--- src/shared/pto_pkg.sv ---
/*
  Shared constants for the trigger output control block: register offsets,
  field positions, reset values and timing figures.
  Assumes a 100 MHz core clock and 16-bit register data.
*/
package pto_pkg;
  localparam int unsigned UNITS = 12;
  localparam int unsigned ADDR_W = 10;
  localparam int unsigned DATA_W = 16;

  localparam logic [9:0] OFS_DONE = 10'h204;
  localparam logic [9:0] OFS_ARM = 10'h206;
  localparam logic [9:0] OFS_SRST = 10'h208;
  localparam logic [9:0] OFS_U12W = 10'h20a;
  localparam logic [9:0] OFS_NSL = 10'h220;
  localparam logic [9:0] OFS_NSH = 10'h222;
  localparam logic [9:0] OFS_SL = 10'h224;
  localparam logic [9:0] OFS_SH = 10'h226;
  localparam logic [9:0] OFS_REPORT = 10'h240;
  localparam logic [9:0] OFS_IRQEN = 10'h242;
  localparam logic [9:0] OFS_U12CFG2 = 10'h38a;

  localparam int unsigned SKEW_RANGE_BIT = 11;
  localparam int unsigned SKEW_LSB = 8;
  localparam int unsigned PPS_UPPER_LSB = 0;
  localparam int unsigned NSH_W = 14;

  localparam logic [11:0] RST_UNIT_BITS = 12'h000;
  localparam logic [11:0] RST_U12W = 12'h000;
  localparam logic [15:0] RST_WORD = 16'h0000;

  localparam int unsigned CLK_PERIOD_NS = 10;
  localparam int unsigned SKEW_FINE_NS = 1;
  localparam int unsigned SKEW_COARSE_NS = 4;
  localparam int unsigned PPS_STEP_NS = 8;
  localparam logic [26:0] PPS_TICK_NS = 27'(CLK_PERIOD_NS);

  typedef enum logic [1:0] {
    PTO_IDLE = 2'b00,
    PTO_ARMED = 2'b01,
    PTO_DELAY = 2'b11
  } pto_u1_e;
endpackage

--- src/core/pto_top.sv ---
/*
  Trigger output control: done/arm/soft-reset bits for twelve units, unit 1
  target time compare with skew delay, unit 12 pulse-per-second width.
  Assumes a synchronous single-clock register port and a system time that
  is synchronous to CORE_CLK; units 2 to 12 report their hits on UNIT_HIT.
*/
// Design decision made here: strobed register access.
// Functional notes
// - Notified trigger sets done bit; write-one clears
// - Done bit interrupts host when enable set
// - Twelve unit bits, bit 0 is unit 1
// - Arm bit arms unit, self-clears on output
// - Soft reset idles unit, self-clears
// - Three-bit skew delays unit 1 output
// - Unit 12 width is upper byte plus word
// - Unit 1 nanosecond low word, reset zero
// - Nanosecond high word bits 13-0, rest reserved
// - Unit 1 seconds low word, reset zero
// - Unit 1 seconds high word, 32-bit seconds
// - Report enable gates done and interrupt
module pto_top (
  input wire logic CORE_CLK,
  input wire logic NRST,
  input wire logic [pto_pkg::ADDR_W-1:0] ADDR,
  input wire logic [pto_pkg::DATA_W-1:0] WR_DATA,
  input wire logic WR_STB,
  input wire logic RD_STB,
  output logic [pto_pkg::DATA_W-1:0] RD_DATA,
  input wire logic [29:0] SYS_NSEC,
  input wire logic [31:0] SYS_SEC,
  input wire logic [pto_pkg::UNITS-1:1] UNIT_HIT,
  output logic [pto_pkg::UNITS-1:0] TRIG_OUT,
  output logic UNIT12_PPS,
  output logic IRQ
);
  import pto_pkg::*;

  function automatic logic [1:0] skew_cycles(input logic [2:0] f, input logic fine);
    logic [5:0] ns;
    ns = fine ? 6'(f * SKEW_FINE_NS) : 6'(f * SKEW_COARSE_NS);
    skew_cycles = 2'((ns + 6'(CLK_PERIOD_NS - 1)) / 6'(CLK_PERIOD_NS));
  endfunction

  logic [11:0] done_q, done_d;
  logic [11:0] arm_q, arm_d;
  logic [11:0] srst_q;
  logic [11:0] report_q;
  logic [11:0] irqen_q;
  logic [11:0] u12w_q;
  logic [15:0] u12cfg2_q;
  logic [15:0] nsl_q;
  logic [NSH_W-1:0] nsh_q;
  logic [15:0] sl_q;
  logic [15:0] sh_q;
  logic [15:0] rd_data_q;
  logic [11:0] trig_q;
  logic irq_q;
  logic pps_q;
  logic [26:0] pps_cnt_q;
  logic [1:0] dly_q;
  pto_u1_e u1_q, u1_d;

  wire wr_done = WR_STB && (ADDR == OFS_DONE);
  wire wr_arm = WR_STB && (ADDR == OFS_ARM);
  wire wr_srst = WR_STB && (ADDR == OFS_SRST);
  wire wr_u12w = WR_STB && (ADDR == OFS_U12W);
  wire wr_nsl = WR_STB && (ADDR == OFS_NSL);
  wire wr_nsh = WR_STB && (ADDR == OFS_NSH);
  wire wr_sl = WR_STB && (ADDR == OFS_SL);
  wire wr_sh = WR_STB && (ADDR == OFS_SH);
  wire wr_report = WR_STB && (ADDR == OFS_REPORT);
  wire wr_irqen = WR_STB && (ADDR == OFS_IRQEN);
  wire wr_u12cfg2 = WR_STB && (ADDR == OFS_U12CFG2);
  wire [11:0] wr_bits = WR_DATA[11:0];
  // Soft reset takes effect in the write cycle itself
  wire [11:0] srst_now = wr_srst ? wr_bits : 12'h000;

  // Unit 1 compare against the running system time
  wire [61:0] target_time = {sh_q, sl_q, nsh_q, nsl_q};
  wire [61:0] sys_time = {SYS_SEC, SYS_NSEC};
  wire u1_reached = sys_time >= target_time;
  wire [2:0] skew_field = u12w_q[SKEW_LSB+2:SKEW_LSB];
  wire skew_fine = u12w_q[SKEW_RANGE_BIT];
  wire [1:0] skew_cyc = skew_cycles(skew_field, skew_fine);
  wire u1_live = arm_q[0] && !srst_now[0];
  logic u1_fire;

  always_comb begin
    u1_d = u1_q;
    u1_fire = 1'b0;
    case (u1_q)
      PTO_IDLE: begin
        if (u1_live) begin
          u1_d = PTO_ARMED;
        end
      end
      PTO_ARMED: begin
        if (!u1_live) begin
          u1_d = PTO_IDLE;
        end else if (u1_reached && skew_cyc == 2'd0) begin
          u1_fire = 1'b1;
          u1_d = PTO_IDLE;
        end else if (u1_reached) begin
          u1_d = PTO_DELAY;
        end
      end
      PTO_DELAY: begin
        if (!u1_live) begin
          u1_d = PTO_IDLE;
        end else if (dly_q == 2'd1) begin
          u1_fire = 1'b1;
          u1_d = PTO_IDLE;
        end
      end
      default: begin
        u1_d = PTO_IDLE;
      end
    endcase
  end

  // Other units only count while armed; a stray hit on a disarmed unit is dropped
  wire [11:1] hit_ok = UNIT_HIT & arm_q[11:1] & ~srst_now[11:1];
  wire [11:0] fire = {hit_ok, u1_fire};

  // Hardware set beats software clear, so no event is lost
  always_comb begin
    done_d = done_q;
    if (wr_done) begin
      done_d = done_q & ~wr_bits;
    end
    done_d = (done_d | (fire & report_q)) & ~srst_now;
  end

  always_comb begin
    arm_d = wr_arm ? wr_bits : arm_q;
    arm_d = arm_d & ~fire & ~srst_now;
  end

  wire [26:0] pps_width_ns = 27'({u12w_q[PPS_UPPER_LSB+7:PPS_UPPER_LSB], u12cfg2_q}
    * PPS_STEP_NS);

  wire [15:0] rd_mux =
    (ADDR == OFS_DONE) ? {4'h0, done_q} :
    (ADDR == OFS_ARM) ? {4'h0, arm_q} :
    (ADDR == OFS_SRST) ? {4'h0, srst_q} :
    (ADDR == OFS_U12W) ? {4'h0, u12w_q} :
    (ADDR == OFS_NSL) ? nsl_q :
    (ADDR == OFS_NSH) ? {2'b00, nsh_q} :
    (ADDR == OFS_SL) ? sl_q :
    (ADDR == OFS_SH) ? sh_q :
    (ADDR == OFS_REPORT) ? {4'h0, report_q} :
    (ADDR == OFS_IRQEN) ? {4'h0, irqen_q} :
    (ADDR == OFS_U12CFG2) ? u12cfg2_q :
    16'h0000;

  always_ff @(posedge CORE_CLK) begin
    if (!NRST) begin
      done_q <= RST_UNIT_BITS;
      arm_q <= RST_UNIT_BITS;
      srst_q <= RST_UNIT_BITS;
      u1_q <= PTO_IDLE;
      dly_q <= 2'd0;
      trig_q <= RST_UNIT_BITS;
      irq_q <= 1'b0;
    end else begin
      done_q <= done_d;
      arm_q <= arm_d;
      srst_q <= RST_UNIT_BITS;
      u1_q <= u1_d;
      dly_q <= (u1_d == PTO_DELAY && u1_q == PTO_ARMED) ? skew_cyc : dly_q - 2'd1;
      trig_q <= fire;
      irq_q <= |(done_d & irqen_q);
    end
  end

  always_ff @(posedge CORE_CLK) begin
    if (!NRST) begin
      nsl_q <= RST_WORD;
      nsh_q <= RST_WORD[NSH_W-1:0];
      sl_q <= RST_WORD;
      sh_q <= RST_WORD;
    end else begin
      if (wr_nsl) begin
        nsl_q <= WR_DATA;
      end
      if (wr_nsh) begin
        nsh_q <= WR_DATA[NSH_W-1:0];
      end
      if (wr_sl) begin
        sl_q <= WR_DATA;
      end
      if (wr_sh) begin
        sh_q <= WR_DATA;
      end
    end
  end

  always_ff @(posedge CORE_CLK) begin
    if (!NRST) begin
      u12w_q <= RST_U12W;
      u12cfg2_q <= RST_WORD;
      report_q <= RST_UNIT_BITS;
      irqen_q <= RST_UNIT_BITS;
      rd_data_q <= RST_WORD;
    end else begin
      if (wr_u12w) begin
        u12w_q <= wr_bits;
      end else if (srst_now[0]) begin
        u12w_q[SKEW_RANGE_BIT:SKEW_LSB] <= RST_U12W[SKEW_RANGE_BIT:SKEW_LSB];
      end
      if (wr_u12cfg2) begin
        u12cfg2_q <= WR_DATA;
      end
      if (wr_report) begin
        report_q <= wr_bits & ~srst_now;
      end else begin
        report_q <= report_q & ~srst_now;
      end
      if (wr_irqen) begin
        irqen_q <= wr_bits;
      end
      rd_data_q <= RD_STB ? rd_mux : RST_WORD;
    end
  end

  // Width counted in ns so the 8 ns step needs no divider
  always_ff @(posedge CORE_CLK) begin
    if (!NRST) begin
      pps_q <= 1'b0;
      pps_cnt_q <= 27'h0000000;
    end else if (srst_now[11]) begin
      pps_q <= 1'b0;
      pps_cnt_q <= 27'h0000000;
    end else if (fire[11] && pps_width_ns != 27'h0000000) begin
      pps_q <= 1'b1;
      pps_cnt_q <= PPS_TICK_NS;
    end else if (pps_q && pps_cnt_q >= pps_width_ns) begin
      pps_q <= 1'b0;
    end else if (pps_q) begin
      pps_cnt_q <= pps_cnt_q + PPS_TICK_NS;
    end
  end

  assign RD_DATA = rd_data_q;
  assign TRIG_OUT = trig_q;
  assign UNIT12_PPS = pps_q;
  assign IRQ = irq_q;
endmodule

--- config.mk ---
export PLATFORM = sky130hd
export DESIGN_NAME = pto_top
export DESIGN_NICKNAME = d
export VERILOG_FILES = /design/src/shared/pto_pkg.sv /design/src/core/pto_top.sv
export SDC_FILE = /design/constraint.sdc
export NUM_CORES = 1
export LEC_CHECK = 0
export ABC_AREA = 1
export BUFFER_PORTS_ARGS = -buffer_cell sky130_fd_sc_hd__clkbuf_2
export CELL_PAD_IN_SITES_DETAIL_PLACEMENT = 1
export CELL_PAD_IN_SITES_GLOBAL_PLACEMENT = 1
export CORE_ASPECT_RATIO = 0.5
export CORE_UTILIZATION = 35
export CTS_BUF_LIST = sky130_fd_sc_hd__clkbuf_8
export CTS_CLUSTER_DIAMETER = 80
export DETAILED_ROUTE_END_ITERATION = 6
export HOLD_SLACK_MARGIN = 0.12
export PLACE_DENSITY = 0.8
export SYNTH_ARGS = -nofsm -noshare
export SYNTH_HDL_FRONTEND = slang
export SYNTH_SLANG_ARGS = --single-unit
--- constraint.sdc ---
create_clock -name CORE_CLK -period 3.4 [get_ports CORE_CLK]
set_input_delay 0.17 -clock CORE_CLK [delete_from_list [all_inputs] [get_ports CORE_CLK]]
set_output_delay 0.17 -clock CORE_CLK [all_outputs]
set_load 0.05 [all_outputs]
## Word level (Yosys, flattened, before mapping)

Index checks and enable logic that the tools add are counted.

| cells by class | value |
|---|---|
| div/mod/pow operators | 1 |
| muxes and demuxes | 36 |
| reduce and logical (&&, ||, !) cells | 30 |
| add/subtract/negate cells | 3 |
| order comparisons | 2 |
| equality and inequality tests | 16 |
| bitwise operators | 18 |

Operators with widths:

| kind | number |
|---|---|
| $mux 16 | 7 |
| $eq 10x10->1 const B | 11 |
| $and 12x12->12 | 8 |
| $mux 12 | 8 |
| $ge 62x62->1 | 1 |
| $not 12->12 | 3 |
| $add 27x4->27 const B | 1 |
| $ge 27x27->1 | 1 |
| $reduce_bool 27->1 | 1 |
| $and 11x11->11 | 2 |
| $mux 4 | 5 |
| $logic_and 1x1->1 | 16 |
| $mux 2 | 7 |
| $or 12x12->12 | 1 |
| $reduce_or 12->1 | 1 |
| $not 11->11 | 1 |
| $add 5x4->6 const B | 1 |
| $div 6x4->6 const B | 1 |
| $mux 1 | 6 |
| $pmux 2 s3 | 1 |
| $reduce_and 2->1 | 3 |
| $reduce_bool 2->1 | 3 |
| $reduce_or 6->1 | 1 |
| $mux 5 | 1 |
| other kinds (10) | 15 |

| storage, ports and cells | value |
|---|---|
| input bits | 103 |
| word-level logic and storage cells | 126 |
| register bits after elaboration | 199 |
| output and inout bits | 30 |

## Logic depth before layout (Yosys ltp)

Gate-level depths: netlist of run 1.

| logic depth | value |
|---|---|
| depth in word-level cells | 13 |
| gate-level depth with buffers | 20 |
| gate-level depth less buffers | 20 |

## Worst setup path before layout of run 1

Ideal clock, no wire load.

| timing path | value |
|---|---|
| path type | register -> register |
| start point | reg sh_q[15] |
| end point | reg irq_q, in the netlist IRQ |
| stages on the path, launching flop included | 17 |
| setup slack | 1.497 ns |
| path buffers | 0 |
| clock period less this slack | 1.903 ns |
| library setup time | 0.070 ns |
| data arrival time | 1.833 ns |
| path through | dfxtp_1 -> inv_1 -> ha_1 -> nand2_1 -> nor2_1 -> nand3_1 -> nor3_1 -> nand2_1 -> nor2_1 -> nand2_1 -> nand2_1 -> nand2_1 -> nand2_1 -> nand3_1 -> nand2_1 -> nand2_1 -> a21oi_1 |

| between the ends | value |
|---|---|
| cells in the longest elaborated chain, start to end | 10 |

RTL lines:

| item | line | text |
|---|---|---|
| start, declared | pto_top.sv:54 | `logic [15:0] sh_q;` |
| start signal, assigned | pto_top.sv:181 | `sh_q <= RST_WORD;` |
| start signal, assigned | pto_top.sv:193 | `sh_q <= WR_DATA;` |
| $ge 62x62->1 | pto_top.sv:81 | `wire u1_reached = sys_time >= target_time;` |
| $logic_and 1x1->1 | pto_top.sv:100 | `end else if (u1_reached && skew_cyc == 2'd0) begin` |
| $mux 1 | pto_top.sv:100 |  |
| $mux 1 | pto_top.sv:98 | `if (!u1_live) begin` |
| $pmux 1 s2 | pto_top.sv:91 | `case (u1_q)` |
| $and 12x12->12 | pto_top.sv:131 | `done_d = (done_d \| (fire & report_q)) & ~srst_now;` |
| $or 12x12->12 | pto_top.sv:131 |  |
| $and 12x12->12 | pto_top.sv:131 |  |
| $and 12x12->12 | pto_top.sv:172 | `irq_q <= \|(done_d & irqen_q);` |
| $reduce_or 12->1 | pto_top.sv:172 |  |
| end signal, assigned | pto_top.sv:172 |  |
| end, declared | pto_top.sv:57 | `logic irq_q;` |

No other way between the ends.
A chain may end at the register's enable or synchronous reset.

## Worst setup path after layout of run 1

Ends and elaborated chain as after synthesis.

==> out/results.txt, run 1 <==
leading area contributor after synthesis: dfxtp_1
Tot GR Track Use: 26.3%
gp weighted congestion: 0.941
Placeable Area: 31,900 um2
initial core utilization: 35.8%
pwr dens: 323 nW/um2
DR vias: 12,000
Die ar.: 33,400 um2
Critical Path AT: 3240 ps
dominant synthesized flop cell: dfxtp_1
area grow syn2layout: 14.4%
period utilization: 82.9%
Worst-Skew Late Latency: 520 ps
xor/xnor cell area share of the yosys netlist: 1.53%
Min Hold Slack: 180 ps
pin count of the biggest net entering global routing: 94
Rel. slew slack: 30.1%
TritonCTS buffer count: 17
Synth Cell Area: 11,400 um2
share of layout cells above drive strength 1: 12.2%
placed inst area: 12,500 um2
fin. max-slew vios: 0
post-synthesis adder-cell area fraction: 9.97%
Worst Tran Pin Value: 1040 ps
num rows: 46
DR pass1 iterations: 5
r2r worst-path depth: 16
leakage power: 5.22 nW
post-route worst setup slack: 581 ps
Antenna Violating Nets Remaining: 0
hold endpoint: u12cfg2_q[13]
DP Worst Slack: 682 ps
largest family of logic cells by synthesized area: simple AND/OR/NAND/NOR gates
clock buffer depth: 2
synthesis-stage register bit count: 198
Reg clk slew, reported paths: 120 ps
DPL Wire Length: 33.8 mm
status: completed
detailed-route vias per instance: 5.47
DRC: 0
clock net sink count: 198
synthesized netlist net count: 1,823
Startpoint Class: register
post-synthesis mux area share: 0%
final cell count without fillers: 2,202
clk_skew: 20.1 ps
Initial DRC Count: 1,088
setup violators final: 0
CP max FO: 3
Seq/Total Area, Yosys: 34.7%
FMAX: 0.355 GHz
Nets: 1,950
Post-synth EDFFs: 0
Clock H-tree levels: 4
setup TNS: 0 ps
Max Cap Viol: 0
CTS tree: done
share of the synthesized area in the top cell type: 34.7%
Synth area leaders: dfxtp_1, ha_1, nand2_1
aggregate routed wire length: 43.9 mm
vias in the first global route: 11,600
CTS Root Cell: clkbuf_8
Worst R2R Setup Slack: 580 ps
top-count cell post-synth: nand2_1
simple-gate area share of the yosys netlist: 23.6%
Required @ worst endpoint: 3820 ps
# fillers: 4,189
number of distinct library cells after synthesis: 51
GR Overflow Total: 0
crit end category: register
WL/cell: 19.9 um
depth of the worst hold-timing path: 4
Reg-to-Reg Start: sh_q[15]
Final Cell Area: 13,100 um2
Top Ports: 133
worst setup path class: reg2reg
Min-Delay Path Class: in2reg
Die Width: 257 um
initial antenna violation count: 1
asr flop ratio synth: 0%
postcts setup bufs: 0
most frequent cells after synthesis: nand2_1, a21oi_1, inv_1, dfxtp_1, o21ai_0
Peak supply drop: 0.000262 V
die height: 130 um
Yosys warnings: 0
clock period minus final worst setup slack: 2820 ps
first-pass GRT wire length: 66.7 mm
Mean Syn Cell Area: 7.01 um2
Gate Count Post-Synth: 1,629
IO Port Bufs: 132
RSZ-0062 raised after global routing: false
compound-gate portion of the synthesized area: 20.5%
final hold viol count: 0
Hold Crit Start: WR_STB
Critical R2R Capture: IRQ
Post-Place Cells: 2,145
## repair_timing
action	CTS	global route
endpoints found under the hold margin	74	0
hold buffers	24	0
gates resized for setup	0	0
## registers in the layout, indices dropped and copies added, names as in the netlist, 14 cells and up
signal     count
pps_cnt_q     26
RD_DATA       16
nsl_q         16
sh_q          16
sl_q          16
u12cfg2_q     16
nsh_q         14
## worst max-delay path, cell delays in order, from the launching register on
cell	delay [ps]
dfxtp_1	330
inv_1	50
ha_1	290
nand2_1	80
nor2_1	160
nand3_1	210
nor3_1	380
nand2_1	90
nor2_1	140
nand2_1	70
nand2_1	190
nand2_1	130
nand2_1	110
nand3_1	100
nand2_1	70
nand2_1	70
a21oi_1	230
## metrics by stage
| stage | power (mW) | utilization (%) |
|---|---|---|
| after CTS | 4.22 | 41.0 |
| final | 4.22 | 41.0 |
| after floorplan | 2.55 | - |
| after global routing | 4.36 | 41.0 |
| after global placement | 2.72 | 39.1 |
| after detailed placement | 2.73 | 39.1 |
## kinds of logic after synthesis
group / count (synthesis)
buf+inv: 281
flops: 198
simple gates: 598
xor+xnor: 20
fa+ha+maj: 91
compound gates: 441
## metal layers
layer	global-route usage, %	up-vias	part of all wire [%]
li1	-	5685	-
met1	35.1	5896	45
met2	43.0	384	45
met3	5.32	80	7.3
met4	7.90	0	2.5
met5	0	-	0
## placed cells by master, fill, tap and decap left out, types with 26 or more instances in the layout
cell and n:
nand2_1 303, inv_1 209, a21oi_1 208, dfxtp_1 198, o21ai_0 177, clkbuf_2 131
nor2_1 120, ha_1 91, nand3_1 68, nor3_1 32, nand4_1 26
## how the worst max path moves through the flow
stage	endpoint	start	depth (start not counted)	slack, ps
6_report	IRQ	sh_q[15]	16	580
5_1_grt	IRQ	sh_q[15]	16	440
4_1_cts	IRQ	sh_q[15]	16	640
3_5_place_dp	IRQ	sh_q[15]	16	680
3_3_place_gp	IRQ	sh_q[15]	16	770
2_1_floorplan	IRQ	sh_q[15]	16	1500
## layout make-up
class,instances,area [um2],area share (%)
Multi-Input combinational cell,1150,6350,48.6
Sequential cell,198,3960,30.3
Timing Repair Buffer,169,1010,7.73
Inverter,220,828,6.34
Tap cell,432,541,4.14
Clock buffer,18,248,1.90
Clock inverter,14,125,0.957
Antenna cell,1,2.50,0.0191
## report_power, final
group	switching [mW]	internal (mW)	leakage [nW]	total, mW
logic	0.246	0.136	3.44	0.382
clock network	0.966	0.546	0.188	1.51
registers	0.00165	2.32	1.59	2.32
Power figures use the tool's default switching activity.
==> run 2, diff against run 1 <==
- PLACE_DENSITY: 0.8 -> 0.83
- clock period: 3.4 -> 2.3 ns (I/O delays scaled with it)
==> out/results.txt, run 2 (synthesis results as in run 1) <==
Hold Crit Start: WR_STB
area occupied by multi-input gates: 6570 um2 (+3.5%)
Tot GR Track Use: 28.2% (+1.9 points)
aggregate routed wire length: 47.5 mm (+8.3%)
Min-Delay Path Class: in2reg
initial core utilization: 35.8% (unchanged)
clock buffer depth: 2 (unchanged)
fin. max-slew vios: 0 (unchanged)
internal power: 4.68 mW (+56%)
crit end category: register
Critical R2R Capture: IRQ
CTS tree: done
Worst R2R Setup Slack: 80 ps (-500 ps)
worst setup path class: reg2reg
WL/cell: 20.5 um (+3.1%)
clock period minus final worst setup slack: 2220 ps (-599 ps)
share of layout cells above drive strength 1: 19.9% (+7.7 points)
DR vias: 12,600 (+4.7%)
DP Worst Slack: -62.4 ps (-744 ps)
fin util: 44.5% (+3.5 points)
Post-Place Cells: 2,248 (+4.8%)
DRC: 0 (unchanged)
initial antenna violation count: 1 (unchanged)
leakage power: 5.81 nW (+11%)
pwr dens: 463 nW/um2 (+44%)
period utilization: 96.5% (+14 points)
Required @ worst endpoint: 2760 ps (-1060 ps)
power share of the clock group: 38.1% (+2.2 points)
met2 wire len: 21.8 mm (+10%)
FMAX: 0.451 GHz (+27%)
DR pass1 iterations: 6 (+1)
share of power burned in registers: 52.2% (-2.9 points)
# fillers: 4,128 (-1.5%)
r2r worst-path depth: 16 (unchanged)
TritonCTS buffer count: 17 (unchanged)
vias in the first global route: 12,700 (+9.5%)
most flop-heavy register: pps_cnt_q
post-route worst setup slack: 80.5 ps (-501 ps)
Antenna Violating Nets Remaining: 0 (unchanged)
pin count of the biggest net entering global routing: 91 (-3.2%)
clk_skew: 21.8 ps (+1.74 ps)
Peak supply drop: 0.000397 V (+51%)
Rel. slew slack: 53.6% (+23 points)
Clock H-tree levels: 4 (unchanged)
ant diodes: 0 (-1)
Worst-Skew Late Latency: 530 ps (about the same)
die height: 130 um (unchanged)
hold endpoint: report_q[7]
RSZ-0062 raised after global routing: true
first-pass GRT wire length: 71.4 mm (+7.0%)
max reg flops: 26 (unchanged)
clock net sink count: 198 (unchanged)
detailed-route vias per instance: 5.46 (-0.23%)
Sw Pwr: 1.90 mW (+57%)
Highest Signal Layer: met4
Critical Path AT: 2680 ps (-560 ps)
CTS Root Cell: clkbuf_8
IO Port Bufs: 132 (unchanged)
Top Ports: 133 (unchanged)
Reg clk slew, reported paths: 110 ps (about the same)
GR Overflow Total: 0 (unchanged)
Placeable Area: 31,900 um2 (unchanged)
Nets: 2,061 (+5.7%)
sw frac: 28.9% (+0.12 points)
depth of the worst hold-timing path: 4 (unchanged)
final hold viol count: 0 (unchanged)
DPL Wire Length: 35.5 mm (+5.1%)
Comb power frac: 9.7% (+0.6 points)
CP max FO: 3 (unchanged)
Register Area: 3970 um2 (+0.16%)
met3 wire length: 3.84 mm (+20%)
gp weighted congestion: 0.939 (-0.24%)
leading cell types in the layout, fill and taps excluded: nand2_1, a21oi_1, inv_1
Max Cap Viol: 0 (unchanged)
status: completed
most common cell after layout, fill and taps aside: nand2_1
Die Width: 257 um (unchanged)
Reg-to-Reg Start: sh_q[4]
num rows: 46 (unchanged)
Worst Tran Pin Value: 679 ps (-365 ps)
final cell count without fillers: 2,312 (+5.0%)
area grow syn2layout: 24.3%
setup violators final: 0 (unchanged)
wire length on met1: 20.0 mm (+1.1%)
Die ar.: 33,400 um2 (unchanged)
Initial DRC Count: 992 (-8.8%)
Startpoint Class: register
-- run 2: power by group through the flow --
stage | logic (mW) | registers [mW] | clock network, mW
2_1_floorplan | 0.262 | 3.51 | 0
6_report | 0.638 | 3.43 | 2.51
4_1_cts | 0.589 | 3.43 | 2.51
5_1_grt | 0.684 | 3.44 | 2.65
3_3_place_gp | 0.529 | 3.51 | 0
3_5_place_dp | 0.545 | 3.51 | 0
-- run 2: area by class of cell --
cell class                      count  share of cell area, %
Timing Repair Buffer              280                   13.2
Clock inverter                     15                   1.29
Sequential cell                   198                   28.0
Clock buffer                       17                   1.65
Inverter                          220                   5.85
Tap cell                          432                   3.81
Multi-Input combinational cell   1150                   46.3
-- run 2: per-stage QoR --
| stage | cell area, um2 | hold WS (ps) | TNS, ps | power, mW |
|---|---|---|---|---|
| after CTS | 14000 | 133 | 0 | 6.54 |
| after detailed placement | 13200 | 412 | -101 | 4.06 |
| after global placement | 13200 | 413 | 0 | 4.04 |
| after floorplan | 11400 | 279 | 0 | 3.78 |
| after global routing | 14200 | 165 | -170 | 6.77 |
| final | 14200 | 174 | 0 | 6.58 |
-- run 2: how the worst max path moves through the flow --
stage,start,endpoint,cells past startpoint
final,sh_q[4],IRQ,16
after floorplan,sh_q[15],IRQ,16
after global routing,sh_q[4],IRQ,16
after global placement,sh_q[7],IRQ,16
after detailed placement,sh_q[15],IRQ,16
after CTS,nsl_q[12],IRQ,16
-- run 2: layer usage --
metal  up-vias  global-route usage (%)
li1       5923                       -
met1      6084                    34.5
met2       486                    47.1
met3       124                    7.77
met4         0                    12.1
met5         -                       0
-- run 2: timing repair --
action / 4_1_cts / 5_1_grt
endpoints found under the hold margin: 113 / 0
hold buffers: 28 / 0
gates cloned: 0 / 1
endpoints found under the setup margin: 4 / 31
pin swaps: 0 / 9
buffers inserted: 0 / 3
gates resized for setup: 3 / 57
-- run 2: critical path: stages (launching register included) --
cell and delay (ps):
dfxtp_1 360, inv_1 90, ha_1 280, nand2_1 90, nor2_4 130, nand4_1 160, nor3_4 210, nand2_1 80
nor2_1 90, nand2_1 70, nand2_2 100, nand2_2 100, nand2_2 80, nand3_2 70, nand2_1 60, nand2_1 60
a21oi_1 120
